**src/rtl/iit_pkg.sv**
```systemverilog
// Package for the interrupt interval timer: register map, fields, resets.
// Assumes a 32-bit Avalon-MM slave with word-aligned byte addresses.
package iit_pkg;
  // ----------------------------------------------------------------
  // Register offsets (byte addresses)
  // ----------------------------------------------------------------
  localparam logic [3:0] IIT_OFF_CTRL   = 4'h0;
  localparam logic [3:0] IIT_OFF_PERIOD = 4'h4;
  localparam logic [3:0] IIT_OFF_COUNT  = 4'h8;
  localparam logic [3:0] IIT_OFF_POWER  = 4'hc;
  // ----------------------------------------------------------------
  // Control and power register fields, reset values and constants
  // ----------------------------------------------------------------
  localparam int IIT_CTRL_DIV_LSB   = 0;
  localparam int IIT_CTRL_DIV_W     = 4;
  localparam int IIT_CTRL_ENABLE    = 4;
  localparam int IIT_CTRL_REPEAT    = 5;
  localparam int IIT_CTRL_SHUTDOWN  = 6;
  localparam int IIT_CTRL_IRQ_EN    = 8;
  localparam int IIT_PWR_TIMER_OFF  = 4;
  localparam logic [5:0] IIT_CTRL_LOW_RST = 6'h00;
  localparam logic [15:0] IIT_COUNT_RST   = 16'h0000;
  localparam logic [15:0] IIT_VECTOR      = 16'h0010;
  localparam logic [31:0] IIT_UNMAPPED    = 32'h0000_0000;
  localparam int IIT_CNT_W = 16;
endpackage

```
**src/rtl/iit_prescaler.sv**
```systemverilog
// Prescaler: half-rate clock enable, then binary division by 2**select.
// Assumes one core clock; all rates are one-cycle enable pulses.
`timescale 1ns/1ps
module iit_prescaler import iit_pkg::*; #(
  parameter int SEL_W = 4
) (
  // Clock and reset
  input  wire logic             core_clk,
  input  wire logic             rst,
  // Control
  input  wire logic             run,
  input  wire logic [SEL_W-1:0] clock_divider_select,
  // Output tick
  output logic                  tick
);
  localparam int DW = (1 << SEL_W);

  logic          half_q;
  logic [DW-1:0] div_q;
  logic [DW-1:0] mask;

  // ----------------------------------------------------------------
  // Half-rate clock output enable
  // ----------------------------------------------------------------
  always_ff @(posedge core_clk) begin
    if (rst || !run) begin
      half_q <= 1'b0;
    end else begin
      half_q <= ~half_q;
    end
  end

  assign mask = (DW'(1) << clock_divider_select) - DW'(1);

  // Stopped divider burns no toggles while shut down
  always_ff @(posedge core_clk) begin
    if (rst || !run) begin
      div_q <= '0;
    end else if (half_q) begin
      div_q <= div_q + DW'(1);
    end
  end

  // Code 0 passes the half rate, each code doubles the ratio
  always_ff @(posedge core_clk) begin
    if (rst || !run) begin
      tick <= 1'b0;
    end else begin
      tick <= half_q && ((div_q & mask) == mask);
    end
  end
endmodule

```
**src/rtl/iit_down_counter.sv**
```systemverilog
// 16-bit down counter with load, reload and single-pulse zero event.
// Assumes tick and load come from logic on the same clock.
`timescale 1ns/1ps
module iit_down_counter import iit_pkg::*; #(
  parameter int W = IIT_CNT_W
) (
  // Clock and reset
  input  wire logic         core_clk,
  input  wire logic         rst,
  // Control
  input  wire logic         tick,
  input  wire logic         enable,
  input  wire logic         repeat_en,
  input  wire logic         load,
  input  wire logic [W-1:0] load_value,
  input  wire logic [W-1:0] period,
  // Status
  output logic [W-1:0]      count_q,
  output logic              active_q,
  output logic              zero_pulse_q
);
  // ----------------------------------------------------------------
  // Count
  // ----------------------------------------------------------------
  always_ff @(posedge core_clk) begin
    if (rst) begin
      count_q  <= IIT_COUNT_RST;
      active_q <= 1'b0;
    end else if (load) begin
      count_q  <= load_value;
      active_q <= 1'b1;
    end else if (tick && enable && active_q) begin
      if (count_q == W'(1) || count_q == '0) begin
        // Reaching zero: reload or park inactive
        count_q  <= repeat_en ? period : '0;
        active_q <= repeat_en;
      end else begin
        count_q <= count_q - W'(1);
      end
    end
  end

  // One pulse per arrival at zero; loading zero fires on the next tick
  always_ff @(posedge core_clk) begin
    if (rst || load) begin
      zero_pulse_q <= 1'b0;
    end else begin
      zero_pulse_q <= tick && enable && active_q
                      && (count_q == W'(1) || count_q == '0);
    end
  end
endmodule

```
**src/rtl/iit_timer.sv**
```systemverilog
// Interrupt interval timer top: Avalon-MM registers, prescaler, counter.
// Assumes a single 250 MHz core clock and a synchronous active-high reset.
`timescale 1ns/1ps
module iit_timer import iit_pkg::*; (
  // Clock and reset
  input  wire logic        core_clk,
  input  wire logic        rst,
  // Avalon-MM slave
  input  wire logic [3:0]  avs_address,
  input  wire logic        avs_read,
  input  wire logic        avs_write,
  input  wire logic [31:0] avs_writedata,
  input  wire logic [3:0]  avs_byteenable,
  output logic [31:0]      avs_readdata,
  output logic             avs_waitrequest,
  // Interrupt to core
  output logic             irq_pulse_q,
  output logic [15:0]      irq_vector_q,
  // Half-rate clock output enable
  output logic             clock_output_q
);
  logic [5:0]  ctrl_low_q;
  logic        irq_en_q;
  logic        timer_power_off_q;
  logic [15:0] period_q;
  logic [15:0] load_value_q;
  logic        load_q;
  logic        ack_q;
  logic        run;
  logic        tick;
  logic [15:0] count;
  logic        active;
  logic        zero_pulse;
  logic        wr;
  logic        rd;
  logic [31:0] rd_d;

  // ----------------------------------------------------------------
  // Bus handshake
  // ----------------------------------------------------------------
  // One wait state per access keeps read data registered
  assign wr = avs_write && !ack_q;
  assign rd = avs_read && !ack_q;

  always_ff @(posedge core_clk) begin
    if (rst) begin
      ack_q <= 1'b0;
    end else begin
      ack_q <= (avs_read || avs_write) && !ack_q;
    end
  end

  // Registered twin of !ack_q so the pin comes straight from a flop
  always_ff @(posedge core_clk) begin
    if (rst) begin
      avs_waitrequest <= 1'b1;
    end else begin
      avs_waitrequest <= !((avs_read || avs_write) && !ack_q);
    end
  end

  // ----------------------------------------------------------------
  // Control and power registers
  // ----------------------------------------------------------------
  always_ff @(posedge core_clk) begin
    if (rst) begin
      ctrl_low_q        <= IIT_CTRL_LOW_RST;
      irq_en_q          <= 1'b0;
      timer_power_off_q <= 1'b0;
    end else if (wr && avs_byteenable[0] && avs_address == IIT_OFF_CTRL) begin
      ctrl_low_q <= avs_writedata[5:0];
      // Shutdown bit lives in bit 6; written 0 to resume
      timer_power_off_q <= timer_power_off_q;
    end else if (wr && avs_byteenable[0] && avs_address == IIT_OFF_POWER) begin
      timer_power_off_q <= avs_writedata[IIT_PWR_TIMER_OFF];
    end
    if (!rst && wr && avs_byteenable[1] && avs_address == IIT_OFF_CTRL) begin
      irq_en_q <= avs_writedata[IIT_CTRL_IRQ_EN];
    end
  end

  logic shutdown_q;
  always_ff @(posedge core_clk) begin
    if (rst) begin
      shutdown_q <= 1'b0;
    end else if (wr && avs_byteenable[0] && avs_address == IIT_OFF_CTRL) begin
      shutdown_q <= avs_writedata[IIT_CTRL_SHUTDOWN];
    end
  end

  assign run = !shutdown_q && !timer_power_off_q;

  // ----------------------------------------------------------------
  // Period and load
  // ----------------------------------------------------------------
  // Period has no reset: it keeps its value through chip reset
  always_ff @(posedge core_clk) begin
    if (wr && avs_address == IIT_OFF_PERIOD) begin
      period_q <= avs_writedata[15:0];
    end
  end

  always_ff @(posedge core_clk) begin
    if (rst) begin
      load_value_q <= 16'h0000;
      load_q       <= 1'b0;
    end else begin
      load_q <= wr && avs_address == IIT_OFF_PERIOD;
      if (wr && avs_address == IIT_OFF_PERIOD) begin
        load_value_q <= avs_writedata[15:0];
      end
    end
  end

  // ----------------------------------------------------------------
  // Datapath
  // ----------------------------------------------------------------
  // Enable gates prescaler and counter in the same cycle; a restart can lose one period
  iit_prescaler #(
    .SEL_W (IIT_CTRL_DIV_W)
  ) u_prescaler (
    .core_clk             (core_clk),
    .rst                  (rst),
    .run                  (run && ctrl_low_q[IIT_CTRL_ENABLE]),
    .clock_divider_select (ctrl_low_q[IIT_CTRL_DIV_LSB +: IIT_CTRL_DIV_W]),
    .tick                 (tick)
  );

  iit_down_counter #(
    .W (IIT_CNT_W)
  ) u_counter (
    .core_clk     (core_clk),
    .rst          (rst),
    .tick         (tick),
    .enable       (run && ctrl_low_q[IIT_CTRL_ENABLE]),
    .repeat_en    (ctrl_low_q[IIT_CTRL_REPEAT]),
    .load         (load_q),
    .load_value   (load_value_q),
    .period       (period_q),
    .count_q      (count),
    .active_q     (active),
    .zero_pulse_q (zero_pulse)
  );

  // ----------------------------------------------------------------
  // Interrupt and clock output
  // ----------------------------------------------------------------
  always_ff @(posedge core_clk) begin
    if (rst) begin
      irq_pulse_q  <= 1'b0;
      irq_vector_q <= 16'h0000;
    end else begin
      irq_pulse_q  <= zero_pulse && irq_en_q;
      irq_vector_q <= IIT_VECTOR;
    end
  end

  always_ff @(posedge core_clk) begin
    if (rst) begin
      clock_output_q <= 1'b0;
    end else begin
      clock_output_q <= ~clock_output_q;
    end
  end

  // ----------------------------------------------------------------
  // Read mux
  // ----------------------------------------------------------------
  always_comb begin
    rd_d = IIT_UNMAPPED;
    case (avs_address)
      IIT_OFF_CTRL: begin
        rd_d[5:0]            = ctrl_low_q;
        rd_d[IIT_CTRL_SHUTDOWN] = shutdown_q;
        rd_d[7]              = active;
        rd_d[IIT_CTRL_IRQ_EN] = irq_en_q;
      end
      IIT_OFF_PERIOD: rd_d[15:0] = period_q;
      IIT_OFF_COUNT:  rd_d[15:0] = count;
      IIT_OFF_POWER:  rd_d[IIT_PWR_TIMER_OFF] = timer_power_off_q;
      default:        rd_d = IIT_UNMAPPED;
    endcase
  end

  always_ff @(posedge core_clk) begin
    if (rst) begin
      avs_readdata <= 32'h0000_0000;
    end else if (rd) begin
      avs_readdata <= rd_d;
    end
  end
endmodule

```
**config.mk**
```make
export PLATFORM = sky130hd
export DESIGN_NAME = iit_timer
export DESIGN_NICKNAME = d
export VERILOG_FILES = /design/src/rtl/iit_pkg.sv /design/src/rtl/iit_prescaler.sv /design/src/rtl/iit_down_counter.sv /design/src/rtl/iit_timer.sv
export SDC_FILE = /design/constraint.sdc
export NUM_CORES = 1
export LEC_CHECK = 0
export BUFFER_PORTS_ARGS = -buffer_cell sky130_fd_sc_hd__buf_2
export CORE_UTILIZATION = 45
export CTS_BUF_LIST = sky130_fd_sc_hd__clkbuf_4 sky130_fd_sc_hd__clkbuf_8
export DETAILED_ROUTE_END_ITERATION = 10
export PLACE_DENSITY = 0.75
export SLEW_MARGIN = 30
export SYNTH_ARGS = -nofsm -noshare
export SYNTH_HDL_FRONTEND = slang
export SYNTH_SLANG_ARGS = --single-unit
```
**constraint.sdc**
```tcl
create_clock -name core_clk -period 3 [get_ports core_clk]
set_clock_uncertainty 0.15 [all_clocks]
set_input_delay 0.6 -clock core_clk [delete_from_list [all_inputs] [get_ports core_clk]]
set_output_delay 0.6 -clock core_clk [all_outputs]
set_load 0.02 [all_outputs]
```
==> results of run 1 <==
## cells by family (layout without fill, tap and decap cells)
kind of cell               Yosys count  in the layout
DFF                                 98             98
and+or+nand+nor                    212            212
other                                1             31
xor gates and xnor gates            24             24
muxes                               28             28
AOI/OAI and AO/OA                  119            119
buffers and inverters               83             99
adders and majority gates            4              4
## layout make-up
class                           count  area, sq um
Sequential cell                    98         2130
Clock buffer                        9          124
Fill cell                         986         5020
Inverter                           15         56.3
Tap cell                          136          170
Multi-Input combinational cell    418         2460
Clock inverter                      7         98.8
Timing Repair Buffer               68          398
## routing by layer
metal | GRT usage [%] | vias to the layer above | routed length, microns
li1 | - | 2030 | -
met1 | 30.4 | 1978 | 5290
met2 | 34.1 | 205 | 5350
met3 | 5.17 | 16 | 942
met4 | 6.46 | 0 | 150
met5 | 0 | - | 0
## final timing paths
path              cells past startpoint  slack, ns                    to
hold / removal                        1       0.26        clock_output_q
hold reg to reg                       1       0.26        clock_output_q
setup / recovery                      5       0.38  u_counter.count_q[4]
setup reg to reg                      5       0.38  u_counter.count_q[4]
## registers in the layout (all words and copies together), names as in the netlist, 6 cells and up
| signal | cells |
|---|---|
| period_q | 16 |
| ctrl_low_q | 6 |
| u_prescaler.div_q | 15 |
| u_counter.count_q | 16 |
| load_value_q | 16 |
| avs_readdata | 16 |
## critical path, stage by stage, from the launching register on
cell and delay [ns]:
dfxtp_1 0.39, or4_4 0.56, or4_4 0.52, or2_1 0.26, mux2_4 0.31, a2111oi_2 0.34
## power by group through the flow
| stage | logic (uW) | clock network [uW] | registers (uW) |
|---|---|---|---|
| 2_1_floorplan | 173 | 0 | 1390 |
| 6_report | 216 | 947 | 1360 |
| 3_5_place_dp | 213 | 0 | 1390 |
| 5_1_grt | 236 | 1030 | 1360 |
| 4_1_cts | 213 | 968 | 1360 |
| 3_3_place_gp | 208 | 0 | 1390 |
## cell usage in the layout (no fill, tap or decap), drive strengths merged, types with 13 or more instances in the layout
cell type	n
nand3	15
a21oi	30
edfxtp	17
nand2	68
mux2i	24
dfxtp	81
conb	31
nor2	61
o21ai	23
buf	68
a22oi	16
inv	16
xnor2	13
## per-stage QoR
step | setup slack (ns) | area [sq um] | std cells | utilization [%]
after floorplan | 0.350 | 5040 | 599 | -
after global routing | 0.273 | 5440 | 751 | 52.0
after global placement | 0.423 | 5220 | 735 | 49.9
after CTS | 0.377 | 5440 | 751 | 52.0
after detailed placement | 0.395 | 5220 | 735 | 49.9
final | 0.385 | 5440 | 751 | 52.0
==> flow_summary_export.csv, run 1 <==
group,metric,value,unit
status,outcome,"finished, final reports clean",
finish,drive_above_1_share,14.8,%
placement,place_congestion,0.897,
sta,setup_viol,0,
finish,fin_nets,658,
power,p_sw,626,uW
clock_tree,cts_max_path_buffers,2,
power,p_int,1890,uW
route,routed_wirelength,11700,microns
logic_synthesis,yosysMostFrequentCell,"dfxtp_1",
logic_synthesis,ys.flop_type,"dfxtp_1",
critical_path,worstSetupEndpointType,"register",
power,finalPower,2520,uW
critical_path,start_kind,"register",
floorplan,start_util,47.1,%
route,drtIter0Drc,562,
logic_synthesis,yosys.area_share.simple,20.3,%
critical_path,crit_start,"u_counter.count_q[2]",
worst_hold_path,hp-class,"reg2reg",
clock_tree,tritoncts,"yes",
sta,drv_slew,0,
route,drt-pass1-iter-count,7,
critical_path,path_max_fanout,8,
power,power_frac_comb,8.6,%
global_route,grt_pass1_vias,3959,
critical_path,critPathKind,"reg2reg",
route,wl_per_cell,15.6,microns
finish,n_antenna_cell,0,
clock_tree,htreeDepth,3,
sta,relSlewSlack,45.3,%
finish,areaGrowthSynthToFinish,10.4,%
power,p_per_area,463,nW/um^2
clock_tree,clock-root-buffer,"clkbuf_8",
clock_tree,cts_post_setup_buffers_inserted,0,
route,antenna_left,0,
global_route,grt_max_degree,56,
floorplan,die_area,11400,sq um
run,maxCapViolCount,0,
clock_tree,worstSkewPairLatency,0.36,ns
logic_synthesis,synth_top_family_by_area,"simple AND/OR/NAND/NOR gates",
floorplan,core,10500,sq um
floorplan,fp.dieH,107,microns
power,ir_drop,0.000251,V
logic_synthesis,synth_mux_area_share,5.87,%
sta,worstMarginPinSlew,0.814,ns
logic_synthesis,synth-adder-area-share,1.02,%
floorplan,io_pins,95,
critical_path,worstPathArrival,2.73,ns
critical_path,worstPathRequired,3.12,ns
sta,rsz0062_at_grt,"false",
floorplan,die_width,107,microns
logic_synthesis,synth_area,4920,sq um
power,switching_share,24.8,%
clock_tree,clkTransAtPathRegs,0.10,ns
logic_synthesis,ys_async_sr_fraction,0,%
clock_tree,hold_buffers,0,
power,power.leakage,0.00212,uW
placement,hpwl,8130,microns
logic_synthesis,syn_area_per_cell,8.66,sq um
clock_tree,cts_sinks,98,
logic_synthesis,synth_xor_area_share,4.27,%
global_route,grt_pass1_wl,19800,microns
logic_synthesis,ys_top_cells_by_area,"dfxtp_1 (33%), edfxtp_1 (10%), nand2_1 (5.2%)",
logic_synthesis,synth_seq_cells,98,
global_route,antenna_found_initial,0,
route,vias,4229,
sta,min_period,2.62,ns
logic_synthesis,netlist_instances,569,
clock_tree,ctsResizeCount,0,
power,clkPwrFrac,37.6,%
logic_synthesis,yosys.area.top_type,"dfxtp_1",
logic_synthesis,synth_edf_count,17,
clock_tree,numCtsBuffers,9,
sta,hold_viol_final,0,
power,seqPwrFrac,53.9,%
logic_synthesis,synth_compound_area_share,16.1,%
route,vias_per_cell,5.63,
logic_synthesis,yosysTopAreaCellShare,32.9,%
logic_synthesis,synthTopCellsByCount,"dfxtp_1 (81), nand2_1 (68), nor2_1 (61)",
global_route,track_usage,22.0,%
placement,io_buffers,45,
route,drc,0,
worst_hold_path,min-delay-start,"clock_output_q",
sta,finalSetupTns,0,ns
logic_synthesis,yosys_warnings,0,
logic_synthesis,synth_seq_area_share,43.3,%
sta,fin_crit_sh,87.2,%
sta,fmax,0.382,GHz
critical_path,r2r_start,"u_counter.count_q[2]",
floorplan,rows,37,
global_route,overflow,0,
sta,fin_hold_ws,0.261,ns
logic_synthesis,synth_cell_type_count,56,
Note: power is estimated with default switching activity, not from simulation.
==> run 2: changes to the inputs <==
- CAP_MARGIN: unset -> 5
- CORE_UTILIZATION: 45 -> 57
- PLACE_DENSITY: 0.75 -> 0.9
==> run 2 against run 1 <==
  * Total power decreased by 1.9%
  * Die area decreased by 21%
  * Fmax decreased by 1.2%
  * Utilization increased by 13 points
  * Register-to-register slack got worse by 0.03 ns
  * Count of clock-buffer cells in the layout unchanged
  * Final cell count decreased by 4.4%
  * Setup slack got worse by 0.032 ns
  * Critical path depth unchanged
  * Global-route usage increased by 6.1 points
  * Cell area decreased by 1.3%
  * Sequential share of layout area increased by 0.50 points
==> flow_summary_export.csv, run 2 (synthesis results as in run 1) <==
group,metric,value,unit
global_route,antenna_found_initial,0,
floorplan,rows,33,
sta,setup_viol,0,
placement,placed_area,5160,sq um
sta,fin_crit_sh,88.2,%
clock_tree,clkTransAtPathRegs,0.11,ns
sta,rsz0062_at_grt,"false",
finish,areaGrowthSynthToFinish,9.04,%
clock_tree,hold_buffers,0,
floorplan,start_util,59.3,%
sta,finalSetupTns,0,ns
route,vias_per_cell,6.07,
power,power.leakage,0.00211,uW
global_route,grt_pass1_vias,4007,
placement,hpwl,8270,microns
finish,fin_nets,656,
global_route,track_usage,28.1,%
route,vias,4359,
placement,io_buffers,45,
finish,layout_commonest_cell,"dfxtp_1",
critical_path,worstSetupEndpointType,"register",
sta,relSlewSlack,48.8,%
finish,drive_above_1_share,14.5,%
route,drtIter0Drc,405,
route,wl_per_cell,16.8,microns
finish,final_cell_mix,"dfxtp_1 (81), nand2_1 (68), nor2_1 (61), buf_2 (45), conb_1 (31)",
clock_tree,clock-root-buffer,"clkbuf_8",
clock_tree,numCtsBuffers,9,
clock_tree,cts_max_path_buffers,2,
run,maxCapViolCount,0,
clock_tree,tritoncts,"yes",
global_route,grt_pass1_wl,19300,microns
floorplan,die_width,95.0,microns
sta,min_period,2.65,ns
route,drt-pass1-iter-count,7,
floorplan,die_area,9020,sq um
placement,place_congestion,0.927,
global_route,grt_max_degree,56,
critical_path,worstPathArrival,2.77,ns
clock_tree,ctsResizeCount,0,
sta,worstMarginPinSlew,0.763,ns
power,p_per_area,460,nW/um^2
floorplan,io_pins,95,
finish,stdcell_area,5370,sq um
sta,fmax,0.378,GHz
clock_tree,cts_post_setup_buffers_inserted,0,
floorplan,core,8300,sq um
critical_path,ff2ff_setup_slack,0.35,ns
worst_hold_path,hp-class,"in2reg",
route,antenna_left,0,
clock_tree,cts_sinks,98,
floorplan,fp.dieH,95.0,microns
status,outcome,"finished, final reports clean",
critical_path,start_kind,"register",
clock_tree,htreeDepth,3,
global_route,overflow,0,
critical_path,worstPathRequired,3.12,ns
sta,drv_slew,0,
sta,hold_viol_final,0,
clock_tree,worstSkewPairLatency,0.38,ns
finish,n_antenna_cell,0,
route,drc,0,
power,ir_drop,0.000308,V
route,routed_wirelength,12000,microns
critical_path,path_max_fanout,8,
critical_path,critPathKind,"reg2reg",
==> run 2: layout make-up <==
type | count | area, sq um
multi-input combinational | 418 | 2460
inverter | 15 | 56.3
clock inverter | 7 | 83.8
sequential | 98 | 2130
clock buffer | 9 | 124
fill | 662 | 2930
tap | 105 | 131
timing repair buffer | 66 | 383
==> run 2: path summary, 6_finish.rpt <==
check | startpoint | endpoint | cells past startpoint
max | u_counter.count_q[2] | u_counter.count_q[4] | 5
max reg2reg | u_counter.count_q[2] | u_counter.count_q[4] | 5
min reg2reg | clock_output_q | clock_output_q | 1
min | avs_writedata[10] | period_q[10] | 1
==> run 2: metrics by stage <==
step                      std cells  utilization (%)  worst slack [ns]  hold slack (ns)  total power (uW)
after global routing            718             64.7             0.288            0.239              2550
after detailed placement        702             62.2             0.369            0.257              1600
after CTS                       718             64.7             0.362            0.251              2470
final                           718             64.7             0.353            0.251              2470
after global placement          702             62.2             0.424            0.240              1590
after floorplan                 599                -             0.350            0.283              1570
==> run 2: routing by layer <==
layer	wire, microns	share of wire [%]	GRT usage (%)	up-vias
li1	-	-	-	2039
met1	5200	43	36.8	2043
met2	5530	46	44.2	238
met3	963	8.0	5.56	39
met4	352	2.9	13.0	0
met5	0	0	2.98	-
==> run 2: worst max-delay path, stage by stage (launching register included) <==
cell       delay (ns)
dfxtp_1          0.39
or4_4            0.56
or4_4            0.53
or2_1            0.26
mux2_4           0.31
a2111oi_2        0.35
==> run 2: power breakdown <==
part	leakage, uW	internal (uW)	switching [uW]
clock network	0.000102	400	500
logic	0.00120	67.7	146
registers	0.000809	1350	9.17
